==> src/verilog/imrc_pkg.sv <==
// Package of constants and types for the mode and rate control block.
package imrc_pkg;
    localparam int ADDR_W = 3;
    localparam int DATA_W = 8;
    localparam logic [2:0] OFF_CONTROL = 3'h0;
    localparam logic [2:0] OFF_OWN_ADDR = 3'h1;
    localparam logic [2:0] OFF_IRQ_STATUS = 3'h2;
    localparam logic [2:0] OFF_IRQ_MASK = 3'h3;
    localparam logic [2:0] OFF_MODE_STATUS = 3'h4;
    localparam int BIT_ENABLE = 7;
    localparam int BIT_RECEPTION_HOLD = 6;
    localparam int BIT_MASTER_SELECT = 5;
    localparam int BIT_TRANSMIT_SELECT = 4;
    localparam int RATE_LSB = 0;
    localparam int RATE_W = 4;
    localparam logic [7:0] CONTROL_RESET = 8'h00;
    localparam logic [6:0] OWN_ADDR_RESET = 7'h00;
    localparam logic [3:0] IRQ_RESET = 4'h0;
    localparam int EV_ARB_LOST = 0;
    localparam int EV_OVERRUN = 1;
    localparam int EV_ADDR_MATCH = 2;
    localparam int EV_RX_HELD = 3;
    localparam int EV_N = 4;
    typedef enum logic [1:0] {
        IMRC_SLAVE_RX = 2'b00,
        IMRC_SLAVE_TX = 2'b01,
        IMRC_MASTER_RX = 2'b10,
        IMRC_MASTER_TX = 2'b11
    } imrc_mode_e;
    // Divisor per rate code, index is the four-bit code.
    localparam logic [8:0] DIVISOR_TABLE [16] = '{
        9'd28, 9'd40, 9'd48, 9'd64, 9'd80, 9'd100, 9'd112, 9'd128,
        9'd56, 9'd80, 9'd96, 9'd128, 9'd160, 9'd200, 9'd224, 9'd256
    };
endpackage

==> src/verilog/imrc_rate_if.sv <==
// Interface joining the mode control to the transfer clock divider.
`timescale 1ns/1ps
interface imrc_rate_if;
    logic run;
    logic frame_active;
    logic [3:0] rate_code;
    logic serial_clk;
    logic half_tick;
    logic [3:0] held_code;
    modport ctrl (output run, output frame_active, output rate_code,
        input serial_clk, input half_tick, input held_code);
    modport div (input run, input frame_active, input rate_code,
        output serial_clk, output half_tick, output held_code);
endinterface
==> src/verilog/imrc_mode_rate_ctrl.sv <==
// Mode selection and transfer rate control for the two-wire interface.
//
// Strobed register access and the address map were left to the implementer.
`timescale 1ns/1ps
module imrc_mode_rate_ctrl #(
    parameter int DIV_CNT_W = 8
) (
    input wire logic core_clk,
    input wire logic reset,
    input wire logic [2:0] reg_addr,
    input wire logic [7:0] reg_wdata,
    input wire logic reg_wr,
    input wire logic reg_rd,
    output logic [7:0] reg_rdata,
    output logic irq,
    input wire logic sync_format,
    input wire logic frame_active,
    input wire logic arb_lost,
    input wire logic overrun,
    input wire logic first_byte_valid,
    input wire logic [7:0] first_byte,
    input wire logic receive_buffer_read,
    output logic [1:0] mode_code,
    output logic next_rx_enable,
    output logic interface_enable,
    output logic [3:0] active_rate_code,
    output logic bit_tick,
    output logic scl_out,
    output logic scl_oe
);
    logic interface_enable_q;
    logic reception_hold;
    logic master_select;
    logic transmit_select;
    logic [3:0] rate_select;
    logic [6:0] own_address_register;
    logic [3:0] irq_status;
    logic [3:0] irq_mask;
    logic rx_stall;
    logic [7:0] rdata;

    imrc_rate_if rif ();

    imrc_rate_div #(
        .CNT_W(DIV_CNT_W)
    ) u_div (
        .core_clk(core_clk),
        .reset(reset),
        .rif(rif)
    );

    // Address decode.
    wire wr_control = reg_wr && (reg_addr == imrc_pkg::OFF_CONTROL);
    wire wr_own = reg_wr && (reg_addr == imrc_pkg::OFF_OWN_ADDR);
    wire wr_status = reg_wr && (reg_addr == imrc_pkg::OFF_IRQ_STATUS);
    wire wr_mask = reg_wr && (reg_addr == imrc_pkg::OFF_IRQ_MASK);

    // Hardware mode changes.
    wire slave_rx = !master_select && !transmit_select;
    wire ev_arb = arb_lost && master_select && !sync_format;
    wire ev_ovr = overrun && master_select && sync_format;
    wire addr_hit = first_byte[7:1] == own_address_register;
    wire ev_match = first_byte_valid && slave_rx && addr_hit && first_byte[0];
    wire ev_hold = receive_buffer_read && reception_hold && !transmit_select;
    wire drop_to_slave = ev_arb || ev_ovr;

    wire [3:0] events = {ev_hold, ev_match, ev_ovr, ev_arb};
    wire [3:0] next_irq_status = events | (irq_status & ~(wr_status ? reg_wdata[3:0] : 4'h0));

    wire next_master = drop_to_slave ? 1'b0
        : (wr_control ? reg_wdata[imrc_pkg::BIT_MASTER_SELECT] : master_select);
    wire next_transmit = drop_to_slave ? 1'b0
        : ev_match ? 1'b1
        : (wr_control ? reg_wdata[imrc_pkg::BIT_TRANSMIT_SELECT] : transmit_select);

    always_ff @(posedge core_clk)
    begin
        if (reset)
        begin
            interface_enable_q <= imrc_pkg::CONTROL_RESET[imrc_pkg::BIT_ENABLE];
            reception_hold <= imrc_pkg::CONTROL_RESET[imrc_pkg::BIT_RECEPTION_HOLD];
            master_select <= imrc_pkg::CONTROL_RESET[imrc_pkg::BIT_MASTER_SELECT];
            transmit_select <= imrc_pkg::CONTROL_RESET[imrc_pkg::BIT_TRANSMIT_SELECT];
            rate_select <= imrc_pkg::CONTROL_RESET[imrc_pkg::RATE_LSB +: imrc_pkg::RATE_W];
            own_address_register <= imrc_pkg::OWN_ADDR_RESET;
            irq_status <= imrc_pkg::IRQ_RESET;
            irq_mask <= imrc_pkg::IRQ_RESET;
        end
        else
        begin
            if (wr_control)
            begin
                interface_enable_q <= reg_wdata[imrc_pkg::BIT_ENABLE];
                reception_hold <= reg_wdata[imrc_pkg::BIT_RECEPTION_HOLD];
                rate_select <= reg_wdata[imrc_pkg::RATE_LSB +: imrc_pkg::RATE_W];
            end
            master_select <= next_master;
            transmit_select <= next_transmit;
            if (wr_own)
            begin
                own_address_register <= reg_wdata[7:1];
            end
            if (wr_mask)
            begin
                irq_mask <= reg_wdata[3:0];
            end
            irq_status <= next_irq_status;
        end
    end

    // The stall lasts until software clears the hold bit or turns to transmit,
    // so a hold left set cannot silently lose the following byte.
    always_ff @(posedge core_clk)
    begin
        if (reset)
        begin
            rx_stall <= 1'b0;
        end
        else if (ev_hold)
        begin
            rx_stall <= 1'b1;
        end
        else if (!reception_hold || transmit_select)
        begin
            rx_stall <= 1'b0;
        end
    end

    // Read path: data stand only in the cycle after the strobe.
    wire [7:0] control_view = {interface_enable_q, reception_hold, master_select,
        transmit_select, rate_select};
    wire [7:0] mode_view = {3'h0, rx_stall, frame_active, sync_format, mode_code};
    wire [7:0] read_mux = (reg_addr == imrc_pkg::OFF_CONTROL) ? control_view
        : (reg_addr == imrc_pkg::OFF_OWN_ADDR) ? {own_address_register, 1'b0}
        : (reg_addr == imrc_pkg::OFF_IRQ_STATUS) ? {4'h0, irq_status}
        : (reg_addr == imrc_pkg::OFF_IRQ_MASK) ? {4'h0, irq_mask}
        : (reg_addr == imrc_pkg::OFF_MODE_STATUS) ? mode_view
        : 8'h00;

    always_ff @(posedge core_clk)
    begin
        if (reset)
        begin
            rdata <= 8'h00;
        end
        else
        begin
            rdata <= reg_rd ? read_mux : 8'h00;
        end
    end

    // Divider runs only while enabled and master; the rate field reaches it always.
    assign rif.run = interface_enable_q && master_select;
    assign rif.frame_active = frame_active;
    assign rif.rate_code = rate_select;

    imrc_pkg::imrc_mode_e mode;
    assign mode = imrc_pkg::imrc_mode_e'({master_select, transmit_select});

    assign reg_rdata = rdata;
    assign irq = |(irq_status & irq_mask);
    assign mode_code = mode;
    assign next_rx_enable = !rx_stall;
    assign interface_enable = interface_enable_q;
    assign active_rate_code = rif.held_code;
    assign bit_tick = rif.half_tick;
    // Two-wire format pulls low only; synchronous format drives both levels.
    assign scl_out = sync_format ? rif.serial_clk : 1'b0;
    assign scl_oe = rif.run && (sync_format || !rif.serial_clk);
endmodule // imrc_mode_rate_ctrl

==> src/verilog/imrc_rate_div.sv <==
// Transfer clock divider producing the master serial clock.
`timescale 1ns/1ps
module imrc_rate_div #(
    parameter int CNT_W = 8
) (
    input wire logic core_clk,
    input wire logic reset,
    imrc_rate_if.div rif
);
    if (CNT_W < 8)
    begin : g_check
        $error("Divider counter too narrow for the largest divisor.");
    end

    logic [3:0] held_code;
    logic [CNT_W-1:0] count;
    logic serial_clk;
    logic [8:0] divisor;
    logic [CNT_W-1:0] half_last;
    logic at_half;
    logic code_load;

    // The code is only taken while no frame runs, so a mid-frame write cannot
    // stretch or shrink bits already on the wire.
    assign divisor = imrc_pkg::DIVISOR_TABLE[held_code];
    assign half_last = CNT_W'(divisor[8:1] - 8'h01);
    assign at_half = rif.run && (count == half_last);
    // A new code restarts the count, so a shorter divisor cannot leave the
    // counter above its end point and wrap through a long false half period.
    assign code_load = !rif.frame_active && (rif.rate_code != held_code);

    always_ff @(posedge core_clk)
    begin
        if (reset)
        begin
            held_code <= 4'h0;
            count <= '0;
            serial_clk <= 1'b1;
        end
        else
        begin
            if (!rif.frame_active)
            begin
                held_code <= rif.rate_code;
            end
            if (!rif.run)
            begin
                count <= '0;
                serial_clk <= 1'b1;
            end
            else if (at_half)
            begin
                count <= '0;
                serial_clk <= ~serial_clk;
            end
            else if (code_load)
            begin
                count <= '0;
            end
            else
            begin
                count <= count + 1'b1;
            end
        end
    end

    assign rif.serial_clk = serial_clk;
    assign rif.half_tick = at_half;
    assign rif.held_code = held_code;

    // Helper gap counter, read only by the assertions.
    logic [9:0] gap;
    always_ff @(posedge core_clk)
    begin
        if (reset || !rif.run || at_half || code_load)
        begin
            gap <= 10'h000;
        end
        else
        begin
            gap <= gap + 10'h001;
        end
    end
endmodule // imrc_rate_div

==> config.mk <==
export PLATFORM = sky130hd
export DESIGN_NAME = imrc_mode_rate_ctrl
export DESIGN_NICKNAME = d
export VERILOG_FILES = /design/src/verilog/imrc_pkg.sv /design/src/verilog/imrc_rate_if.sv /design/src/verilog/imrc_mode_rate_ctrl.sv /design/src/verilog/imrc_rate_div.sv
export SDC_FILE = /design/constraint.sdc
export NUM_CORES = 1
export LEC_CHECK = 0
export ABC_AREA = 0
export BUFFER_PORTS_ARGS = -buffer_cell sky130_fd_sc_hd__buf_2
export CORE_MARGIN = 8
export CORE_UTILIZATION = 50
export DETAILED_ROUTE_END_ITERATION = 10
export PLACE_DENSITY = 0.74
export RECOVER_POWER = 100
export SYNTH_ARGS = -nofsm -noshare
export SYNTH_HDL_FRONTEND = slang
export SYNTH_SLANG_ARGS = --single-unit
==> constraint.sdc <==
create_clock -name core_clk -period 4.49 [get_ports core_clk]
set_clock_uncertainty 0.05 [all_clocks]
set_input_delay 0.449 -clock core_clk [delete_from_list [all_inputs] [get_ports core_clk]]
set_output_delay 0.449 -clock core_clk [all_outputs]
set_load 0.01 [all_outputs]
==> out/qor.yml, run 1 <==
reg2reg_slack_ns: 1.57
crit_path_cell_trace: "inv_1 -> ha_1 -> mux2i_1 -> nand2_1 -> o21ai_0 -> ha_1 -> xor2_1 -> nand2_1 -> a211oi_1 -> nand3_1 -> nor3_1 -> clkbuf_1"
cp.arrival_ns: 2.76
ys_seq_area_frac: 0.3692
fmax_ghz: 0.3072
maxSlewViolCount: 0
drive_gt1_frac: 0.1262
grt_pass1_vias: 2167
fin_crit_ns: 3.255
wirelength_um: 5713
drcViolationCount: 0
diodes: 0
postCtsHoldBufs: 0
multi_input_area_mm2: 0.001411
num_vias: 2061
fin_crit_sh: 0.7250
synth_commonest_cells: "nor2_1 (47), dfxtp_1 (45), mux2i_1 (29)"
finalHoldViolations: 0
ys.flop_type: "dfxtp_1"
synth_most_common_cell: "nor2_1"
yosys.area.top_type: "dfxtp_1"
num_rows: 25
critPathKind: "reg2out"
required_ns: 3.99
syn_area_mm2: 0.002440
clk_latency_ns: 0.30
syn2layout_area_growth_pct: 12.82
critical-path-max-stage-delay_ns: 0.52
grt_overflow: 0
crit_path_max_fanout: 10
fill_cells: 450
p_leak_uw: 0.001088
cts-root-buf: "clkbuf_8"
cts_tree: "built"
h-tree-depth: 2
die_h_um: 85.86
synth_top_area_share: 0.3692
cts_buffers: 5
p_per_area_mw_per_mm2: 286.9
worst_slew_pin_slew_ns: 1.299
wl_per_cell_um: 14.88
ys_ff_latch: 45
hold_start: "reg_wdata[6]"
viasPerCell: 5.367
ios: 49
ys_warn_count: 0
cts_buffer_depth: 2
ys_top_cells_by_area: "dfxtp_1 (37%), mux2i_1 (12%), nor2_1 (7.2%)"
synth_edf_count: 0
synthDistinctLibCells: 46
start_kind: "register"
synth_cells: 275
hold_depth: 3
synth_nets: 311
post_cts_resized: 0
grt_pass1_wl_um: 9770
max_slew_margin: 0.1271
clkSlewWorstSetupHoldPaths_ns: 0.08
crit_path_end_kind: "output pin"
hold_class: "in2reg"
drt.antenna.violating_nets: 0
antenna_found_initial: 0
clock-sinks: 45
fin_area_mm2: 0.002753
status: "finished clean"
final_nets: 352
rsz0062_at_grt: "no"
routabilityCongestion: 0.8103
ir_worst_vdd_v: 0.0002070
grt_use_total: 0.1645
core_mm2: 0.004723
timing.rr.end: "u_div.count[3]"
drt_iter0_markers: 98
grt_max_degree: 30
slowest_stage: "dfxtp_1"
avgSynthCellArea_um2: 8.872
cap_violations: 0
setup_tns_ns: 0
async_flop_share: 0
place_area_mm2: 0.002705
ff_latch_area_um2: 900.9
die_area_mm2: 0.007371
dr.pass1.iters: 4
port_buffers: 48
reg2regPathDepth: 12
hold_path_end: "own_address_register[5]"
reg2reg_from: "u_div.rif.held_code[0]"
finalSetupViolCount: 0
die_x_um: 85.86
dp_hpwl_um: 4308
start_util: 0.5166
postCtsSetupRepairBufs: 0
post-route-util: 0.5828
==> worst max-delay path by stage <==
| stage | startpoint | end | cells after the start |
|---|---|---|---|
| after floorplan | u_div.rif.held_code[0] | bit_tick | 11 |
| after global placement | u_div.rif.held_code[1] | bit_tick | 12 |
| after detailed placement | u_div.rif.held_code[1] | bit_tick | 12 |
| after CTS | u_div.rif.held_code[1] | bit_tick | 12 |
| after global routing | u_div.rif.held_code[1] | bit_tick | 12 |
| final | u_div.rif.held_code[0] | bit_tick | 12 |
==> metal layers <==
layer	wire (um)	global-route usage
met5	0	0
met2	2907	0.2920
met1	2452	0.1817
met3	228	0.04011
met4	125	0.07006
==> registers in the layout (all words and copies together), names as in the netlist <==
name,count
reg_rdata,8
u_div.count,8
own_address_register,7
irq_mask,4
irq_status,4
rate_select,4
u_div.rif.held_code,4
interface_enable,1
master_select,1
reception_hold,1
rx_stall,1
transmit_select,1
u_div.rif.serial_clk,1
==> metrics by stage <==
stage,cells,worst slack (ns),hold slack (ns),total power [uW]
after floorplan,275,1.734,0.3969,458.1
after global routing,384,0.9342,0.3752,822.9
final,384,1.235,0.3427,789.7
after CTS,384,1.252,0.3390,797.1
after detailed placement,376,1.596,0.4198,484.3
after global placement,376,1.657,0.4119,483.5
==> critical path: cells and delay by family (launching register included) <==
family | cells | cell delay, ns
buf+inv | 2 | 0.31
fa+ha+maj | 2 | 0.54
simple gates | 4 | 0.48
compound gates | 2 | 0.31
flops | 1 | 0.52
mux | 1 | 0.17
xor+xnor | 1 | 0.13
==> layout make-up <==
cell class | count | area share
clock inverters | 1 | 0.01091
repair buffers | 49 | 0.07909
flip-flops and latches | 45 | 0.3273
well taps | 67 | 0.03045
inverters | 6 | 0.008182
clock buffers | 7 | 0.03136
multi-input cells | 209 | 0.5127
==> logic make-up (layout without fill, tap and decap cells) <==
group,after synthesis,in the layout,synth area share
buffers and inverters,21,63,0.03897
XOR/XNOR,25,25,0.08974
AND/OR/NAND/NOR,111,111,0.2236
adder cells (fa/ha/maj),7,7,0.03590
flip-flops,45,45,0.3692
multiplexers,32,32,0.1421
AO/OA/AOI/OAI,34,34,0.1005
==> cell usage in the layout, fill, tap and decap left out, types with 4 or more instances in the layout <==
cell type / n
clkbuf_1: 23
nor2b_1: 4
buf_2: 27
inv_1: 6
a21oi_1: 9
o21ai_0: 7
dfxtp_1: 45
nor2_1: 47
nand2_1: 17
nand2b_1: 5
ha_1: 7
nand3_1: 11
and3_1: 4
clkbuf_8: 6
mux2i_1: 29
xnor2_1: 9
xor2_1: 16
==> report_power, final <==
part / internal [uW] / switching (uW)
logic: 27.7 / 35.4
registers: 404 / 6.18
clock network: 181 / 135
total: 613 / 177
No activity file was read; power rests on OpenSTA's default activity.
==> run 2: changes to the inputs <==
--- a/config.mk
+++ b/config.mk
@@ -5,7 +5,7 @@
 export SDC_FILE = /design/constraint.sdc
 export NUM_CORES = 1
 export LEC_CHECK = 0
-export ABC_AREA = 0
+export ABC_AREA = 1
 export BUFFER_PORTS_ARGS = -buffer_cell sky130_fd_sc_hd__buf_2
 export CORE_MARGIN = 8
 export CORE_UTILIZATION = 50
==> constraint.sdc (replaced) <==
create_clock -name core_clk -period 3.2 [get_ports core_clk]
set_clock_uncertainty 0.05 [all_clocks]
set_input_delay 0.32 -clock core_clk [delete_from_list [all_inputs] [get_ports core_clk]]
set_output_delay 0.32 -clock core_clk [all_outputs]
set_load 0.01 [all_outputs]
==> out/qor.yml, run 2 <==
synth_most_common_cell: "nand2_1"
fin_crit_sh: 0.9382
drive_gt1_frac: 0.1278  # +0.001581
comb_power_share: 0.124  # +0.044
synth_top_area_share: 0.3664  # -0.002819
slowest_stage: "dfxtp_4"
status: "finished clean"
clockPowerShare: 0.376  # -0.025
routabilityCongestion: 0.8573  # +5.8%
cp.arrival_ns: 2.63  # -0.13 ns
cap_violations: 0  # unchanged
ys_top_cells_by_area: "dfxtp_1 (37%), nand2_1 (12%), inv_1 (6.9%)"
use_met2: 0.3086  # +0.01665
diodes: 0  # unchanged
setup_tns_ns: 0  # unchanged
ios: 49  # unchanged
cts-root-buf: "clkbuf_8"
grt_use_total: 0.1755  # +0.01102
avgSynthCellArea_um2: 6.868  # -23%
cts_buffer_depth: 2  # unchanged
final_nets: 442  # +26%
synth_cells: 358  # +30%
die_x_um: 86.12  # +0.31%
syn_area_mm2: 0.002459  # +0.77%
grt_overflow: 0  # unchanged
h-tree-depth: 2  # unchanged
viasPerCell: 5.131  # -4.4%
die_h_um: 86.12  # +0.31%
ys.flop_type: "dfxtp_1"
drt.antenna.violating_nets: 0  # unchanged
rsz0062_at_grt: "no"
finalHoldViolations: 0  # unchanged
crit_path_cell_trace: "inv_2 -> ha_1 -> inv_1 -> o21ai_2 -> nand2_2 -> ha_1 -> a21boi_1 -> o21ai_0 -> nor2_1 -> nand2_1 -> nor2_2 -> nand2_1 -> nor2_1 -> nand3_2 -> nor2_1 -> buf_2"
ys_ff_latch: 45  # unchanged
cts_buffers: 5  # unchanged
start_util: 0.5205  # +0.003974
wirelength_um: 6265  # +9.7%
ys_warn_count: 0  # unchanged
seqPwrFrac: 0.500  # -0.019
final_common_cell: "nand2_1"
grt_busiest_layer: "met2"
p_leak_uw: 0.001196  # +10%
clkSlewWorstSetupHoldPaths_ns: 0.09  # about the same
whs_ns: 0.2092  # -0.1335 ns
max_slew_margin: 0.4410  # +0.3140
core_mm2: 0.004723  # unchanged
crit_path_end_kind: "output pin"
yosys.area.top_type: "dfxtp_1"
critical-path-max-stage-delay_ns: 0.37  # -0.15 ns
syn2layout_area_growth_pct: 14.55
antenna_found_initial: 0  # unchanged
num_vias: 2432  # +18%
crit_path_max_fanout: 7  # -3
path_delay_family: "simple AND/OR/NAND/NOR gates"
maxSlewViolCount: 0  # unchanged
wl_per_cell_um: 13.22  # -11%
clk_latency_ns: 0.30  # about the same
start_kind: "register"
dr.pass1.iters: 4  # unchanged
clock-sinks: 45  # unchanged
drcViolationCount: 0  # unchanged
synth_commonest_cells: "nand2_1 (79), dfxtp_1 (45), inv_1 (45)"
p_int_uw: 857.1  # +40%
grt_max_degree: 21  # -30%
ir_worst_vdd_v: 0.0002273  # +9.8%
crit_top_cell: "nor2_1"
final_cell_mix: "nand2_1 (79), inv_1 (45), nor2_1 (44)"
dp_hpwl_um: 4894  # +14%
grt_pass1_wl_um: 10630  # +8.8%
p_sw_frac: 0.2666  # +0.04259
critPathKind: "reg2out"
async_flop_share: 0  # unchanged
cp_num_buf_inv: 3  # +1
drt_iter0_markers: 84  # -14%
hold_class: "in2reg"
fin_crit_ns: 3.002
required_ns: 2.83  # -1.16 ns
synth_edf_count: 0  # unchanged
postCtsHoldBufs: 0  # unchanged
synthDistinctLibCells: 32  # -30%
die_area_mm2: 0.007417  # +0.62%
ys_seq_area_frac: 0.3664  # -0.002819
worst_slew_pin_slew_ns: 0.8321  # -0.4673 ns
p_switching_uw: 311.6  # +76%
fmax_ghz: 0.3331
grt_pass1_vias: 2396  # +11%
p_per_area_mw_per_mm2: 414.9  # +45%
port_buffers: 48  # unchanged
cts_tree: "built"
finalSetupViolCount: 0  # unchanged
grtUsageMet3: 0.04489  # +0.004776
gr-usage-met1: 0.1990  # +0.01728
synth_nets: 394  # +27%
num_rows: 25  # unchanged
==> run 2: cell count changes after synthesis, sizes merged, moves of 16 or more <==
cell   change
a21oi     +18
nand2     +64
inv       +40
o21ai     +16
mux2i     -29
nand3     +24
==> run 2: worst paths after layout <==
path                            depth (start not counted)             end  slack (ns)                    from
worst max-delay path                                   16        bit_tick        0.20  u_div.rif.held_code[0]
worst max register to register                         17  u_div.count[7]        0.50  u_div.rif.held_code[0]
worst min register to register                          1  u_div.count[0]        0.42          u_div.count[0]
worst min-delay path                                    3  reception_hold        0.21            reg_wdata[6]
==> run 2: area by class of cell <==
class | instances | area (um2)
clock buffers | 5 | 68.82
clock inverters | 3 | 43.79
fillers | 484 | 1907
inverters | 47 | 176.4
multi-input cells | 256 | 1305
flip-flops and latches | 45 | 905.9
well taps | 67 | 83.83
repair buffers | 51 | 232.7
==> run 2: worst min-delay path, stage by stage <==
cell and delay, ns:
buf_2 0.09, nor2_1 0.04, nor2_1 0.08
==> run 2: cell families after synthesis <==
group | share of synthesized area
buf+inv | 0.09618
flops | 0.3664
simple gates | 0.3008
compound gates | 0.1476
xor+xnor | 0.05343
fa+ha+maj | 0.03562
==> run 2: routing by layer <==
layer / routed length (um) / share of wire / vias to the layer above
met5: 0 / 0 / -
met4: 84 / 0.013 / 0
met3: 317 / 0.051 / 11
met2: 3104 / 0.50 / 75
met1: 2759 / 0.44 / 1096
li1: - / - / 1250
==> run 2: power groups by stage <==
stage | Combinational, uW | Clock [uW] | Sequential (uW)
6_report | 145 | 439 | 585
4_1_cts | 147 | 447 | 585
2_1_floorplan | 99.3 | 0 | 595
3_5_place_dp | 147 | 0 | 598
5_1_grt | 166 | 468 | 587
3_3_place_gp | 145 | 0 | 597
==> run 2: metrics by stage <==
stage | setup slack [ns] | instances | util | cell area (um2) | power [uW]
3_3_place_gp | 0.4404 | 465 | 0.5796 | 2738 | 742.2
5_1_grt | 0.006878 | 474 | 0.5963 | 2816 | 1221
4_1_cts | 0.002244 | 473 | 0.6037 | 2851 | 1179
6_report | 0.1977 | 474 | 0.5963 | 2816 | 1169
3_5_place_dp | 0.2937 | 465 | 0.5796 | 2738 | 744.1
2_1_floorplan | 0.5342 | 358 | - | 2459 | 694.2
==> run 2: what timing repair did <==
item	in CTS	in global routing
resized for setup	1	6
pin swaps	0	2
setup buffers	0	1
endpoints found under the setup margin	1	1
==> run 3: changes to the inputs <==
--- a/config.mk
+++ b/config.mk
@@ -7,8 +7,10 @@
 export LEC_CHECK = 0
 export ABC_AREA = 1
 export BUFFER_PORTS_ARGS = -buffer_cell sky130_fd_sc_hd__buf_2
+export CORE_ASPECT_RATIO = 1.4
 export CORE_MARGIN = 8
 export CORE_UTILIZATION = 50
+export CTS_BUF_LIST = sky130_fd_sc_hd__clkbuf_4 sky130_fd_sc_hd__clkbuf_8 sky130_fd_sc_hd__clkbuf_16
 export DETAILED_ROUTE_END_ITERATION = 10
 export PLACE_DENSITY = 0.74
 export RECOVER_POWER = 100
==> constraint.sdc (replaced) <==
create_clock -name core_clk -period 3.2 [get_ports core_clk]
set_clock_uncertainty 0.05 [all_clocks]
set_input_delay 0.64 -clock core_clk [delete_from_list [all_inputs] [get_ports core_clk]]
set_output_delay 0.64 -clock core_clk [all_outputs]
set_load 0.01 [all_outputs]
==> out/qor.yml, run 3 (same netlist as run 2, synthesis figures left out) <==
drcViolationCount: 0  # unchanged
fmax_ghz: 0.3215  # -3.5%
syn2layout_area_growth_pct: 16.84
grt_pass1_wl_um: 11070  # +4.1%
die_h_um: 98.97  # +15%
fin_area_mm2: 0.002873  # +2.0%
seqPwrFrac: 0.534  # +0.034
num_vias: 2461  # +1.2%
cts_buffer_depth: 2  # unchanged
cts_tree: "built"
maxSlewViolCount: 0  # unchanged
max_slew_margin: 0.3902  # -0.05080
die_x_um: 75.27  # -13%
routabilityCongestion: 0.8859  # +3.3%
place_area_mm2: 0.002764  # +0.96%
worst_slack_ns: 0.08960  # -0.1081 ns
crit_path_end_kind: "output pin"
p_switching_uw: 294.1  # -5.6%
num_rows: 30  # +20%
cts-root-buf: "clkbuf_8"
finalSetupViolCount: 0  # unchanged
hold_class: "reg2reg"
p_sw_frac: 0.2700  # +0.003404
comb_power_share: 0.155  # +0.031
grt_max_degree: 21  # unchanged
rsz0062_at_grt: "yes"
grt_overflow: 0  # unchanged
wl_per_cell_um: 13.42  # +1.5%
clk_latency_ns: 0.29  # about the same
fin_crit_ns: 3.110  # +0.1081 ns
drt_iter0_markers: 97  # +15%
port_buffers: 48  # unchanged
die_area_mm2: 0.007449  # +0.44%
critPathKind: "reg2out"
final_common_cell: "nand2_1"
drive_gt1_frac: 0.1643  # +0.03649
ios: 49  # unchanged
required_ns: 2.51  # -0.32 ns
antenna_found_initial: 0  # unchanged
crit_path_max_fanout: 5  # -2
cap_violations: 0  # unchanged
cp.arrival_ns: 2.42  # -0.21 ns
p_leak_uw: 0.001223  # +2.2%
final_nets: 449  # +1.6%
finalHoldViolations: 0  # unchanged
viasPerCell: 5.149  # +0.35%
drt.antenna.violating_nets: 0  # unchanged
p_per_area_mw_per_mm2: 379.1  # -8.6%
dpl_worst_slack_ns: 0.09379  # -0.2000 ns
clockPowerShare: 0.311  # -0.065
ir_worst_vdd_v: 0.0002483  # +9.3%
fin_crit_sh: 0.9720  # +0.03379
dp_hpwl_um: 5137  # +5.0%
cts_buffers: 5  # unchanged
core_mm2: 0.004805  # +1.7%
start_kind: "register"
whs_ns: 0.4165  # +0.2073 ns
diodes: 0  # unchanged
start_util: 0.5117  # -0.008811
worst_slew_pin_slew_ns: 0.9077  # +0.07562 ns
wirelength_um: 6414  # +2.4%
grt_pass1_vias: 2478  # +3.4%
p_int_uw: 795.0  # -7.2%
clock-sinks: 45  # unchanged
clkSlewWorstSetupHoldPaths_ns: 0.07  # -0.02 ns
final_cell_mix: "nand2_1 (79), dfxtp_1 (44), inv_1 (43)"
dr.pass1.iters: 4  # unchanged
grt_use_total: 0.1869  # +0.01141
postCtsHoldBufs: 0  # unchanged
status: "finished clean"
h-tree-depth: 2  # unchanged
[run 3: repair_timing]
item,4_1_cts,5_1_grt
setup buffers,3,1
pin swaps,8,4
endpoints found under the setup margin,1,1
gates resized for setup,9,3
[run 3: final cells by class]
| type | count | area, um2 |
|---|---|---|
| repair buffers | 58 | 284.0 |
| clock buffers | 6 | 76.32 |
| flip-flops and latches | 45 | 902.1 |
| fillers | 528 | 1932 |
| multi-input cells | 256 | 1344 |
| clock inverters | 2 | 10.01 |
| well taps | 64 | 80.08 |
| inverters | 47 | 176.4 |
[run 3: power by group through the flow]
stage               combinational [uW]  clock (uW)  sequential (uW)
finish                             169         339              581
global route                       191         368              583
CTS                                162         350              581
detailed placement                 156           0              594
global placement                   154           0              593
floorplan                         99.3           0              595
[run 3: path summary, 6_finish.rpt]
path              slack (ns)                   start              to  cells after the start
setup / recovery        0.09  u_div.rif.held_code[0]        bit_tick                     16
hold / removal          0.42          u_div.count[0]  u_div.count[0]                      1
setup reg to reg        0.83  u_div.rif.held_code[0]  u_div.count[1]                     17
hold reg to reg         0.42          u_div.count[0]  u_div.count[0]                      1
[run 3: worst max-delay path, stage by stage (launching register included)]
cell and delay (ns):
dfxtp_2 0.33, buf_4 0.15, ha_2 0.18, nand2_2 0.07, o21ai_2 0.07, o21ai_2 0.18
ha_4 0.23, a21boi_1 0.11, o21ai_1 0.07, nor2_1 0.08, nand2_1 0.06, nor2_2 0.11
nand2_1 0.07, nor2_2 0.09, nand3_2 0.09, nor2_1 0.08, buf_2 0.13
[run 3: metal layers]
layer,vias to the layer above,global-route usage,part of all wire
met3,18,0.03862,0.047
li1,1266,-,-
met4,0,0.06835,0.024
met2,74,0.3478,0.54
met5,-,0,0
met1,1103,0.1919,0.39
[run 3: per-stage QoR]
| step | setup TNS, ns | util | std cells | power [uW] |
|---|---|---|---|---|
| floorplan | 0 | - | 358 | 694.2 |
| global placement | 0 | 0.5753 | 466 | 747.7 |
| detailed placement | 0 | 0.5753 | 466 | 750.3 |
| CTS | 0 | 0.6000 | 477 | 1093 |
| global route | -0.1007 | 0.5979 | 478 | 1142 |
| finish | 0 | 0.5979 | 478 | 1089 |
